$ cat src/verilog/sls_pkg.sv
// shared constants for the status indicator block
package sls_pkg;

  // ------------------------------------------------------------
  // clock and time base
  // ------------------------------------------------------------
  localparam int CLK_HZ          = 40_000_000;
  localparam int FLICKER_HALF_MS = 50;
  localparam int BLINK_HALF_MS   = 200;
  localparam int FLASH_ON_MS     = 200;
  localparam int FLASH_GAP_MS    = 200;
  localparam int FLASH_PAUSE_MS  = 1000;
  localparam int HB_PERIOD_MS    = 1000;
  localparam int HB_ON_MS        = 100;

  // one tick is one flicker half period
  localparam int TICK_MS  = FLICKER_HALF_MS;
  localparam int TICK_CYC = CLK_HZ / 1000 * TICK_MS;

  // ------------------------------------------------------------
  // pattern lengths in ticks
  // ------------------------------------------------------------
  localparam int TMR_W = 5;
  localparam logic [TMR_W-1:0] BLINK_TICKS     = TMR_W'(BLINK_HALF_MS / TICK_MS);
  localparam logic [TMR_W-1:0] FLASH_ON_TICKS  = TMR_W'(FLASH_ON_MS / TICK_MS);
  localparam logic [TMR_W-1:0] FLASH_GAP_TICKS = TMR_W'(FLASH_GAP_MS / TICK_MS);
  localparam logic [TMR_W-1:0] PAUSE_TICKS     = TMR_W'(FLASH_PAUSE_MS / TICK_MS);
  localparam logic [TMR_W-1:0] HB_PERIOD_TICKS = TMR_W'(HB_PERIOD_MS / TICK_MS);
  localparam logic [TMR_W-1:0] HB_ON_TICKS     = TMR_W'(HB_ON_MS / TICK_MS);
  localparam logic [1:0]       WARM_DONE       = 2'h3;

  // ------------------------------------------------------------
  // error classes, shown as flash counts
  // ------------------------------------------------------------
  localparam logic [2:0] ERR_CLS_GENERAL = 3'h1;
  localparam logic [2:0] ERR_CLS_VOLTAGE = 3'h2;
  localparam logic [2:0] ERR_CLS_TEMP    = 3'h3;
  localparam logic [2:0] ERR_CLS_OVERCUR = 3'h4;
  localparam logic [2:0] ERR_CLS_CTRL    = 3'h5;
  localparam logic [2:0] ERR_CLS_WDOG    = 3'h6;

  // ------------------------------------------------------------
  // bus slave states
  // ------------------------------------------------------------
  localparam logic [2:0] BUS_ST_STARTUP = 3'h0;
  localparam logic [2:0] BUS_ST_INIT    = 3'h1;
  localparam logic [2:0] BUS_ST_PREOP   = 3'h2;
  localparam logic [2:0] BUS_ST_SAFEOP  = 3'h3;
  localparam logic [2:0] BUS_ST_OP      = 3'h4;
  localparam logic [2:0] BUS_ST_BOOT    = 3'h5;

  // ------------------------------------------------------------
  // bus fault causes
  // ------------------------------------------------------------
  localparam logic [2:0] FLT_NONE  = 3'h0;
  localparam logic [2:0] FLT_CFG   = 3'h1;
  localparam logic [2:0] FLT_LOCAL = 3'h2;
  localparam logic [2:0] FLT_WDOG  = 3'h3;
  localparam logic [2:0] FLT_APP   = 3'h4;
  localparam logic [2:0] FLT_BOOT  = 3'h5;
  localparam logic [2:0] FLT_CTRL  = 3'h6;

endpackage : sls_pkg

$ cat src/verilog/sls_sync2.sv
// two-flop synchroniser for pin inputs
`timescale 1ns/1ps
`default_nettype none
module sls_sync2
  import sls_pkg::*;
#(
  parameter int W = 1
) (
  // clock and reset
  input  wire logic         core_clk_i,
  input  wire logic         rst_i,
  // data
  input  wire logic [W-1:0] async_i,
  output logic      [W-1:0] sync_o
);

  typedef struct packed {
    logic [W-1:0] meta;
    logic [W-1:0] stable;
  } sls_sync_st_t;

  sls_sync_st_t s_q;
  sls_sync_st_t s_d;

  always_comb begin
    s_d        = s_q;
    s_d.meta   = async_i;
    s_d.stable = s_q.meta;
  end

  always_ff @(posedge core_clk_i or posedge rst_i) begin
    if (rst_i) begin
      s_q <= '0;
    end else begin
      s_q <= s_d;
    end
  end

  assign sync_o = s_q.stable;

endmodule : sls_sync2
`default_nettype wire

$ cat src/verilog/sls_flash_burst.sv
// repeating burst of n flashes followed by a long pause
`timescale 1ns/1ps
`default_nettype none
module sls_flash_burst
  import sls_pkg::*;
#(
  parameter int CNT_W = 3
) (
  // clock and reset
  input  wire logic             core_clk_i,
  input  wire logic             rst_i,
  // pattern control
  input  wire logic             tick_i,
  input  wire logic [CNT_W-1:0] count_i,
  // indicator
  output logic                  led_o
);

  typedef enum logic [1:0] {FB_ON, FB_GAP, FB_PAUSE} sls_fb_state_t;

  typedef struct packed {
    sls_fb_state_t    st;
    logic [TMR_W-1:0] tmr;
    logic [CNT_W-1:0] left;
    logic             led;
  } sls_fb_st_t;

  sls_fb_st_t s_q;
  sls_fb_st_t s_d;

  // ------------------------------------------------------------
  // sequencer; count is latched at burst start
  // ------------------------------------------------------------
  always_comb begin
    s_d = s_q;
    if (tick_i) begin
      if (s_q.tmr != '0) begin
        s_d.tmr = s_q.tmr - 1'b1;
      end else begin
        unique case (s_q.st)
          FB_PAUSE: begin
            if (count_i != '0) begin
              s_d.st   = FB_ON;
              s_d.tmr  = FLASH_ON_TICKS - 1'b1;
              s_d.left = count_i - 1'b1;
            end
          end
          FB_ON: begin
            if (s_q.left == '0) begin
              s_d.st  = FB_PAUSE;
              s_d.tmr = PAUSE_TICKS - 1'b1;
            end else begin
              s_d.st  = FB_GAP;
              s_d.tmr = FLASH_GAP_TICKS - 1'b1;
            end
          end
          FB_GAP: begin
            s_d.st   = FB_ON;
            s_d.tmr  = FLASH_ON_TICKS - 1'b1;
            s_d.left = s_q.left - 1'b1;
          end
          default: begin
            s_d.st  = FB_PAUSE;
            s_d.tmr = '0;
          end
        endcase
      end
    end
    s_d.led = (s_d.st == FB_ON);
  end

  always_ff @(posedge core_clk_i or posedge rst_i) begin
    if (rst_i) begin
      s_q <= '{st: FB_PAUSE, tmr: '0, left: '0, led: 1'b0};
    end else begin
      s_q <= s_d;
    end
  end

  assign led_o = s_q.led;
endmodule : sls_flash_burst
`default_nettype wire

$ cat src/verilog/sls_status_led.sv
// status indicator logic: power, link, bus state and bus fault
// Notes on behaviour
// - with no error active the power indicator gives a short green pulse once every second.
// - with an error active the power indicator is red and repeats bursts of as many flashes as the class number.
// - classes map to counts 1 general, 2 voltage, 3 temperature, 4 overcurrent, 5 controller, 6 watchdog reset.
// - every raised error also stores its detailed code in the error history object.
// - the link indicator is lit while the cable is connected and flickers while frames move.
// - bus state indicator is off in INIT, blinking in PRE-OP, single flash in SAFE-OP, lit in OP.
// - bus state indicator flickers while starting up before INIT and in bootloader mode.
// - fault indicator: off no error, blink bad config, double flash watchdog timeout, flicker boot failure.
// - fault indicator single flash when the slave left its bus state on its own due to a local error.
// - fault indicator triple flash on application error and steady on controller failure.
`timescale 1ns/1ps
`default_nettype none
module sls_status_led
  import sls_pkg::*;
#(
  parameter int TICK_CYCLES = TICK_CYC,
  parameter int CODE_W      = 16,
  parameter int HIST_DEPTH  = 8,
  parameter int HIW         = $clog2(HIST_DEPTH)
) (
  // clock and reset
  input  wire logic              core_clk_i,
  input  wire logic              rst_i,
  // error reports
  input  wire logic              err_raise_i,
  input  wire logic [2:0]        err_class_i,
  input  wire logic [CODE_W-1:0] err_code_i,
  input  wire logic              err_clear_i,
  // error history object
  input  wire logic [HIW-1:0]    hist_rd_idx_i,
  output logic      [CODE_W-1:0] hist_rd_code_o,
  output logic      [CODE_W-1:0] hist_last_code_o,
  output logic      [HIW-1:0]    hist_wr_ptr_o,
  output logic                   err_active_o,
  output logic      [2:0]        err_class_o,
  // bus status
  input  wire logic [2:0]        bus_state_i,
  input  wire logic [2:0]        fault_cause_i,
  // link pins
  input  wire logic              link_up_i,
  input  wire logic              link_act_i,
  // indicators
  output logic                   power_green_o,
  output logic                   power_red_o,
  output logic                   link_indicator_o,
  output logic                   bus_state_indicator_o,
  output logic                   bus_fault_indicator_o
);

  localparam int TCW = $clog2(TICK_CYCLES + 1);

  typedef struct packed {
    logic [TCW-1:0]                   tick_cnt;
    logic                             tick;
    logic                             flicker;
    logic [TMR_W-1:0]                 blink_cnt;
    logic                             blink;
    logic [TMR_W-1:0]                 hb_cnt;
    logic                             err_active;
    logic [2:0]                       err_class;
    logic [HIST_DEPTH-1:0][CODE_W-1:0] hist;
    logic [HIW-1:0]                   wr_ptr;
    logic [CODE_W-1:0]                last_code;
    logic [CODE_W-1:0]                rd_code;
    logic [2:0]                       bus_st;
    logic [2:0]                       fault;
    logic                             act_seen;
    logic                             act_busy;
    logic [1:0]                       warm;
    logic                             led_pwr_g;
    logic                             led_pwr_r;
    logic                             led_link;
    logic                             led_bus;
    logic                             led_fault;
  } sls_top_st_t;

  sls_top_st_t s_q;
  sls_top_st_t s_d;

  logic [1:0] pin_sync;
  logic       link_up_s;
  logic       link_act_s;
  logic [2:0] pwr_num;
  logic [2:0] bus_num;
  logic [2:0] fault_num;
  logic       pwr_burst;
  logic       bus_burst;
  logic       fault_burst;
  logic [2:0] cls_norm;

  // ------------------------------------------------------------
  // pin synchronisers
  // ------------------------------------------------------------
  sls_sync2 #(
    .W (2)
  ) u_pin_sync (
    .core_clk_i (core_clk_i),
    .rst_i      (rst_i),
    .async_i    ({link_act_i, link_up_i}),
    .sync_o     (pin_sync)
  );

  assign link_up_s  = pin_sync[0];
  assign link_act_s = pin_sync[1];

  // ------------------------------------------------------------
  // flash burst generators
  // ------------------------------------------------------------
  assign pwr_num = s_q.err_active ? s_q.err_class : 3'h0;
  assign bus_num = (s_q.bus_st == BUS_ST_SAFEOP) ? 3'h1 : 3'h0;

  always_comb begin
    fault_num = 3'h0;
    if (s_q.fault == FLT_LOCAL) begin
      fault_num = 3'h1;
    end else if (s_q.fault == FLT_WDOG) begin
      fault_num = 3'h2;
    end else if (s_q.fault == FLT_APP) begin
      fault_num = 3'h3;
    end
  end

  sls_flash_burst #(
    .CNT_W (3)
  ) u_pwr_burst (
    .core_clk_i (core_clk_i),
    .rst_i      (rst_i),
    .tick_i     (s_q.tick),
    .count_i    (pwr_num),
    .led_o      (pwr_burst)
  );

  sls_flash_burst #(
    .CNT_W (3)
  ) u_bus_burst (
    .core_clk_i (core_clk_i),
    .rst_i      (rst_i),
    .tick_i     (s_q.tick),
    .count_i    (bus_num),
    .led_o      (bus_burst)
  );

  sls_flash_burst #(
    .CNT_W (3)
  ) u_fault_burst (
    .core_clk_i (core_clk_i),
    .rst_i      (rst_i),
    .tick_i     (s_q.tick),
    .count_i    (fault_num),
    .led_o      (fault_burst)
  );

  // ------------------------------------------------------------
  // class decode, unknown codes count as general
  // ------------------------------------------------------------
  assign cls_norm = (err_class_i >= ERR_CLS_GENERAL && err_class_i <= ERR_CLS_WDOG) ?
                    err_class_i : ERR_CLS_GENERAL;

  // ------------------------------------------------------------
  // next state
  // ------------------------------------------------------------
  always_comb begin
    s_d = s_q;
    // time base
    if (s_q.tick_cnt == TCW'(TICK_CYCLES - 1)) begin
      s_d.tick_cnt = '0;
      s_d.tick     = 1'b1;
    end else begin
      s_d.tick_cnt = TCW'(s_q.tick_cnt + 1'b1);
      s_d.tick     = 1'b0;
    end
    if (s_q.tick) begin
      s_d.flicker = ~s_q.flicker;
      if (s_q.blink_cnt == BLINK_TICKS - 1'b1) begin
        s_d.blink_cnt = '0;
        s_d.blink     = ~s_q.blink;
      end else begin
        s_d.blink_cnt = s_q.blink_cnt + 1'b1;
      end
      if (s_q.hb_cnt == HB_PERIOD_TICKS - 1'b1) begin
        s_d.hb_cnt = '0;
      end else begin
        s_d.hb_cnt = s_q.hb_cnt + 1'b1;
      end
    end
    // error tracking, a raise beats a clear
    if (err_raise_i) begin
      s_d.err_active          = 1'b1;
      s_d.err_class           = cls_norm;
      s_d.hist[s_q.wr_ptr]    = err_code_i;
      s_d.last_code           = err_code_i;
      s_d.wr_ptr              = (s_q.wr_ptr == HIW'(HIST_DEPTH - 1)) ? '0 : HIW'(s_q.wr_ptr + 1'b1);
    end else if (err_clear_i) begin
      s_d.err_active = 1'b0;
    end
    s_d.rd_code = s_q.hist[hist_rd_idx_i];
    // status capture
    s_d.bus_st = bus_state_i;
    s_d.fault  = fault_cause_i;
    if (s_q.warm != WARM_DONE) begin
      s_d.warm = s_q.warm + 1'b1;
    end
    // activity window of at least one tick
    if (s_q.tick) begin
      s_d.act_busy = s_q.act_seen | link_act_s;
      s_d.act_seen = link_act_s;
    end else if (link_act_s) begin
      s_d.act_seen = 1'b1;
    end
    // indicators
    s_d.led_pwr_g = !s_q.err_active && (s_q.hb_cnt < HB_ON_TICKS);
    s_d.led_pwr_r = s_q.err_active && pwr_burst;
    s_d.led_link  = link_up_s && (!s_q.act_busy || s_q.flicker);
    unique case (s_q.bus_st)
      BUS_ST_INIT:    s_d.led_bus = 1'b0;
      BUS_ST_PREOP:   s_d.led_bus = s_q.blink;
      BUS_ST_SAFEOP:  s_d.led_bus = bus_burst;
      BUS_ST_OP:      s_d.led_bus = 1'b1;
      BUS_ST_STARTUP,
      BUS_ST_BOOT:    s_d.led_bus = s_q.flicker;
      default:        s_d.led_bus = s_q.flicker;
    endcase
    unique case (s_q.fault)
      FLT_NONE:   s_d.led_fault = 1'b0;
      FLT_CFG:    s_d.led_fault = s_q.blink;
      FLT_LOCAL,
      FLT_WDOG,
      FLT_APP:    s_d.led_fault = fault_burst;
      FLT_BOOT:   s_d.led_fault = s_q.flicker;
      FLT_CTRL:   s_d.led_fault = 1'b1;
      default:    s_d.led_fault = 1'b1;
    endcase
  end

  always_ff @(posedge core_clk_i or posedge rst_i) begin
    if (rst_i) begin
      s_q <= '0;
    end else begin
      s_q <= s_d;
    end
  end

  // ------------------------------------------------------------
  // outputs
  // ------------------------------------------------------------
  assign hist_rd_code_o        = s_q.rd_code;
  assign hist_last_code_o      = s_q.last_code;
  assign hist_wr_ptr_o         = s_q.wr_ptr;
  assign err_active_o          = s_q.err_active;
  assign err_class_o           = s_q.err_class;
  assign power_green_o         = s_q.led_pwr_g;
  assign power_red_o           = s_q.led_pwr_r;
  assign link_indicator_o      = s_q.led_link;
  assign bus_state_indicator_o = s_q.led_bus;
  assign bus_fault_indicator_o = s_q.led_fault;
endmodule : sls_status_led
`default_nettype wire

$ cat config.mk
export PLATFORM = sky130hd
export DESIGN_NAME = sls_status_led
export DESIGN_NICKNAME = d
export VERILOG_FILES = /design/src/verilog/sls_pkg.sv /design/src/verilog/sls_sync2.sv /design/src/verilog/sls_flash_burst.sv /design/src/verilog/sls_status_led.sv
export SDC_FILE = /design/constraint.sdc
export NUM_CORES = 1
export LEC_CHECK = 0
export ABC_AREA = 0
export BUFFER_PORTS_ARGS = -buffer_cell sky130_fd_sc_hd__buf_2
export CORE_MARGIN = 1.5
export CORE_UTILIZATION = 65
export CTS_CLUSTER_DIAMETER = 100
export DETAILED_ROUTE_END_ITERATION = 8
export HOLD_SLACK_MARGIN = 0.05
export PLACE_DENSITY = 0.85
export SETUP_SLACK_MARGIN = 0.15
export SLEW_MARGIN = 20
export SYNTH_ARGS = -nofsm -noshare
export SYNTH_HDL_FRONTEND = slang
export SYNTH_SLANG_ARGS = --single-unit
$ cat constraint.sdc
create_clock -name core_clk_i -period 15.1 [get_ports core_clk_i]
set_input_delay 3.02 -clock core_clk_i [delete_from_list [all_inputs] [get_ports core_clk_i]]
set_output_delay 3.02 -clock core_clk_i [all_outputs]
set_load 0.1 [all_outputs]
* Word-level counts from Yosys, hierarchy flattened *
Index checks and enable logic that the tools add are counted.

cells by class
  $add $sub $neg = 13
  $lt $le $gt $ge = 6
  eq/ne operators = 25
  multiplexer cells = 45
  bitwise operators = 6
  reduce and logical (&&, ||, !) cells = 37

operator list
  cell                                                                 number
  128-bit bitwise mux                                                  1
  7-bit one-hot mux with 3 select lines                                3
  10-bit 2-to-1 mux                                                    6
  16-bit binary-select mux with 3-bit select                           1
  16-bit demux with 3-bit select                                       1
  16-bit 2-to-1 mux                                                    2
  5-bit 2-to-1 mux                                                     5
  22-bit 2-to-1 mux                                                    1
  21-bit by 1-bit adder with 21-bit output (second input constant)     1
  21-bit == test (second input constant)                               1
  7-bit 2-to-1 mux                                                     3
  3-bit 2-to-1 mux                                                     6
  3-bit one-hot mux with 2 select lines                                3
  5-bit nonzero test                                                   3
  5-bit by 1-bit subtractor with 5-bit output (second input constant)  3
  3-bit by 2-bit == test with 1-bit output (second input constant)     4
  3-bit == test (second input constant)                                4
  2-bit logical NOT                                                    6
  3-bit logical NOT                                                    4
  2-bit 2-to-1 mux                                                     6
  4-bit AND reduction                                                  3
  3-bit by 1-bit subtractor with 3-bit output (second input constant)  4
  5-bit by 1-bit adder with 5-bit output (second input constant)       2
  2-bit nonzero test                                                   5
  other kinds (24)                                                     54

storage, ports and cells
  register bits = 251
  input bits = 34
  output and inout port bits = 44
  logic and storage cells = 174

* Longest topological paths before layout *
  word-level depth = 10
  gate-level depth with buffers = 7
  gate-level depth less buffers = 6

* Hierarchy *
Synthesis repeated with hierarchy kept, for this count alone.

second synthesis, totals
  cell total of the unflattened synthesis = 880
  area, all modules = 11717.5 um^2

by module, submodules not included
  module           instances  cells each  area an instance (um^2)  sequential area each (um^2)
  sls_status_led   1          644         9421.5                   5355.1
  sls_flash_burst  3          77          730.7                    276.5
  sls_sync2        1          5           103.8                    100.1

* Worst setup path before layout *
No wires, ideal clock.

  path kind = input-to-reg
  start point = input hist_rd_idx_i[1]
  end point = register s_q (netlist bit hist_rd_code_o[15])
  setup time = 125 ps
  arrival = 4402 ps
  data required time = 14975 ps
  setup slack = 10573 ps
  cell stages on the path = 5
  path buffers = 3
  cell sequence = clkbuf_1 buf_2 buf_2 mux4_2 mux2_2

RTL lines
  what                  line                   RTL
  start, declared       sls_status_led.sv:32   input wire logic [HIW-1:0] hist_rd_idx_i,
  end signal, assigned  sls_status_led.sv:239  s_q <= '0;
  end signal, assigned  sls_status_led.sv:241  s_q <= s_d;
  end, declared         sls_status_led.sv:79   sls_top_st_t s_q;

==> results.toml <==
[worst_hold_path]
hp-class = "register to register"

[final_layout]
finish.utilization = 0.732
area_growth_pct = 9.57
drive_gt1_frac = 0.366
nets = 975

[logic_synthesis]
ys_ff_latch = 251
ys_types = 64
syn_inst = 874
synth_top_area_frac = 0.535
yosys_warnings = 0
post-synth-top-count-cell = "dfrtp_1"
syn_nets = 936
syn_avg_cell_area_um2 = 13.3
synthTopCellsByCount = "248 x dfrtp_1, 164 x mux2_2, 42 x nand2_1"
synth.area.top_cells = "dfrtp_1 54%, mux2_2 16%, mux4_2 6.2%, ha_1 3.0%, buf_4 2.5%"
async_reset_ff_frac = 1.00
syn_area_um2 = 11600
synth_edf_count = 0
synth_largest_area_cell = "dfrtp_1"
synthFlopType = "dfrtp_1"
yosysSeqAreaShare = 0.542

[worst_setup_path]
crit_slowest_cell = "nor3_2"
critPathCaptureType = "register"
path_buf_inv = 2
cp_top_family = "simple AND/OR/NAND/NOR gates"
cp.arrival_ns = 5.31
cp_cell_sequence = "buf_2, nand2_1, nor3_2, buf_4, mux2_2"
cp.required_ns = 15.51
start_kind = "primary input"
worst_path_largest_cell_delay_ns = 0.71
cp_max_fo = 33
path_class = "primary input to register"

[die]
io-pin-count = 78
initial_core_util = 0.668
die-area_um2 = 18700
fp.dieH_um = 137
core_um2 = 17400
rows = 48
die_x_um = 137

[placed_design]
io_buffers = 77
post-place-ws_ns = 9.58
gp_congestion = 0.814
hpwl_um = 13300

[timing]
setup_viol = 0
slew_violations = 0
fin_ws_ns = 10.20
rsz0062_at_grt = "false"
hold_viol = 0
max_freq_ghz = 0.204
slew_headroom = 0.284
fin_skew_ns = 0.00854
setup_tns_ns = 0
period_share = 0.324
period_needed_ns = 4.90
worstMarginPinSlew_ns = 1.07

[power_and_ir_drop]
power_per_cell_area_nw_per_um2 = 179
max-vdd-ir-drop_v = 0.000173
p_leak_nw = 5.56
p_total_mw = 2.27

[route]
routedWlPerCell_um = 19.0
via_per_inst = 6.03
drtAntennaViolNets = 0
vias = 6981
first_pass_iters = 5
wirelength_um = 21900
drt_iter0_drc = 292
drc = 0

[clock_tree]
clock-sinks = 251
hold_buffers = 0
clockBufferDepth = 3
cts-root-buf = "clkbuf_16"
cts_tree = "yes"
htreeDepth = 1
cts_setup_buffers = 0
path_clk_slew_ns = 0.06
clk_latency_ns = 0.52
cts_resized = 0
cts_buffers = 26

[global_routing]
groute.usage.overall = 0.242
gr-total-overflow = 0
grt_pass1_vias = 6982
grt_max_degree = 164
grt_pass1_wl_um = 35400
antenna_found_initial = 1

[status]
status = "completed"

[run]
maxCapViolCount = 0
[state kept, by name, indices dropped and copies added (netlist names), 3 cells and up]
signal	count
err_class_o	3
hist_last_code_o	16
hist_wr_ptr_o	3
u_fault_burst.s_q	10
s_q	170
u_bus_burst.s_q	10
u_pwr_burst.s_q	10
hist_rd_code_o	16
[path summary, 6_finish.rpt]
kind,start,endpoint,slack [ns],cells after the start
max,err_raise_i,s_q[55],10.20,5
max in group asynchronous,rst_i,s_q[150],11.17,3
min,u_pin_sync.s_d[1],u_pin_sync.sync_o[1],0.35,0
min reg2reg,u_pin_sync.s_d[1],u_pin_sync.sync_o[1],0.35,0
min in group asynchronous,rst_i,u_pin_sync.s_d[1],2.63,2
max reg2reg,hist_wr_ptr_o[1],s_q[55],12.88,5
[cell usage in the layout, fill, tap and decap left out, types with 6 or more instances in the layout]
cell type,Yosys,final
mux4_2,32,32
buf_2,15,77
nand2b_1,6,6
inv_1,36,35
buf_4,38,6
nor3_1,10,10
o211ai_1,8,8
nand2_1,42,42
a21oi_1,15,15
clkbuf_1,18,7
nand3b_1,6,6
mux2_2,164,164
dfrtp_1,248,248
o21ai_0,24,24
nor2b_1,9,9
nor2_1,31,31
xnor2_1,10,10
nand4_1,13,13
ha_1,28,28
clkbuf_16,0,27
nand3_1,17,17
a21o_1,8,8
xor2_1,9,9
[final cells by class]
class,count,area (um2)
tap,225,282
sequential,251,6280
timing repair buffer,85,453
antenna,2,5.00
clock buffer,39,771
fill,1067,4650
inverter,36,148
multi-input combinational,513,4730
clock inverter,6,33.8
[power by group]
group	switching (mW)	internal (mW)
Clock	0.250	0.351
Sequential	0.112	0.880
Combinational	0.394	0.288
Total	0.756	1.52
[stage by stage]
stage / instance area (um2) / instances / hold WS [ns]
final: 12700 / 1157 / 0.353
after global routing: 12700 / 1155 / 0.368
after CTS: 12700 / 1154 / 0.355
after detailed placement: 11900 / 1109 / 0.340
after global placement: 11900 / 1109 / 0.335
after floorplan: 11600 / 874 / 0.331
[layer usage]
layer,up-vias,wire (um),global-route usage
met1,3567,9770,0.335
met5,-,0,0
li1,3205,-,-
met4,0,527,0.0798
met2,166,10600,0.392
met3,43,1040,0.0444
[cell families (layout without fill, tap and decap cells)]
kind of cell             Yosys count  after routing  share of synthesized area
AO/OA/AOI/OAI                     87             87                     0.0501
XOR/XNOR                          19             19                     0.0143
adder cells (fa/ha/maj)           28             28                     0.0302
buffers and inverters            110            166                     0.0502
flip-flops                       251            251                      0.542
multiplexers                     200            200                      0.225
other                              0              2                          0
AND/OR/NAND/NOR                  179            179                     0.0886
Power figures use the tool's default switching activity.
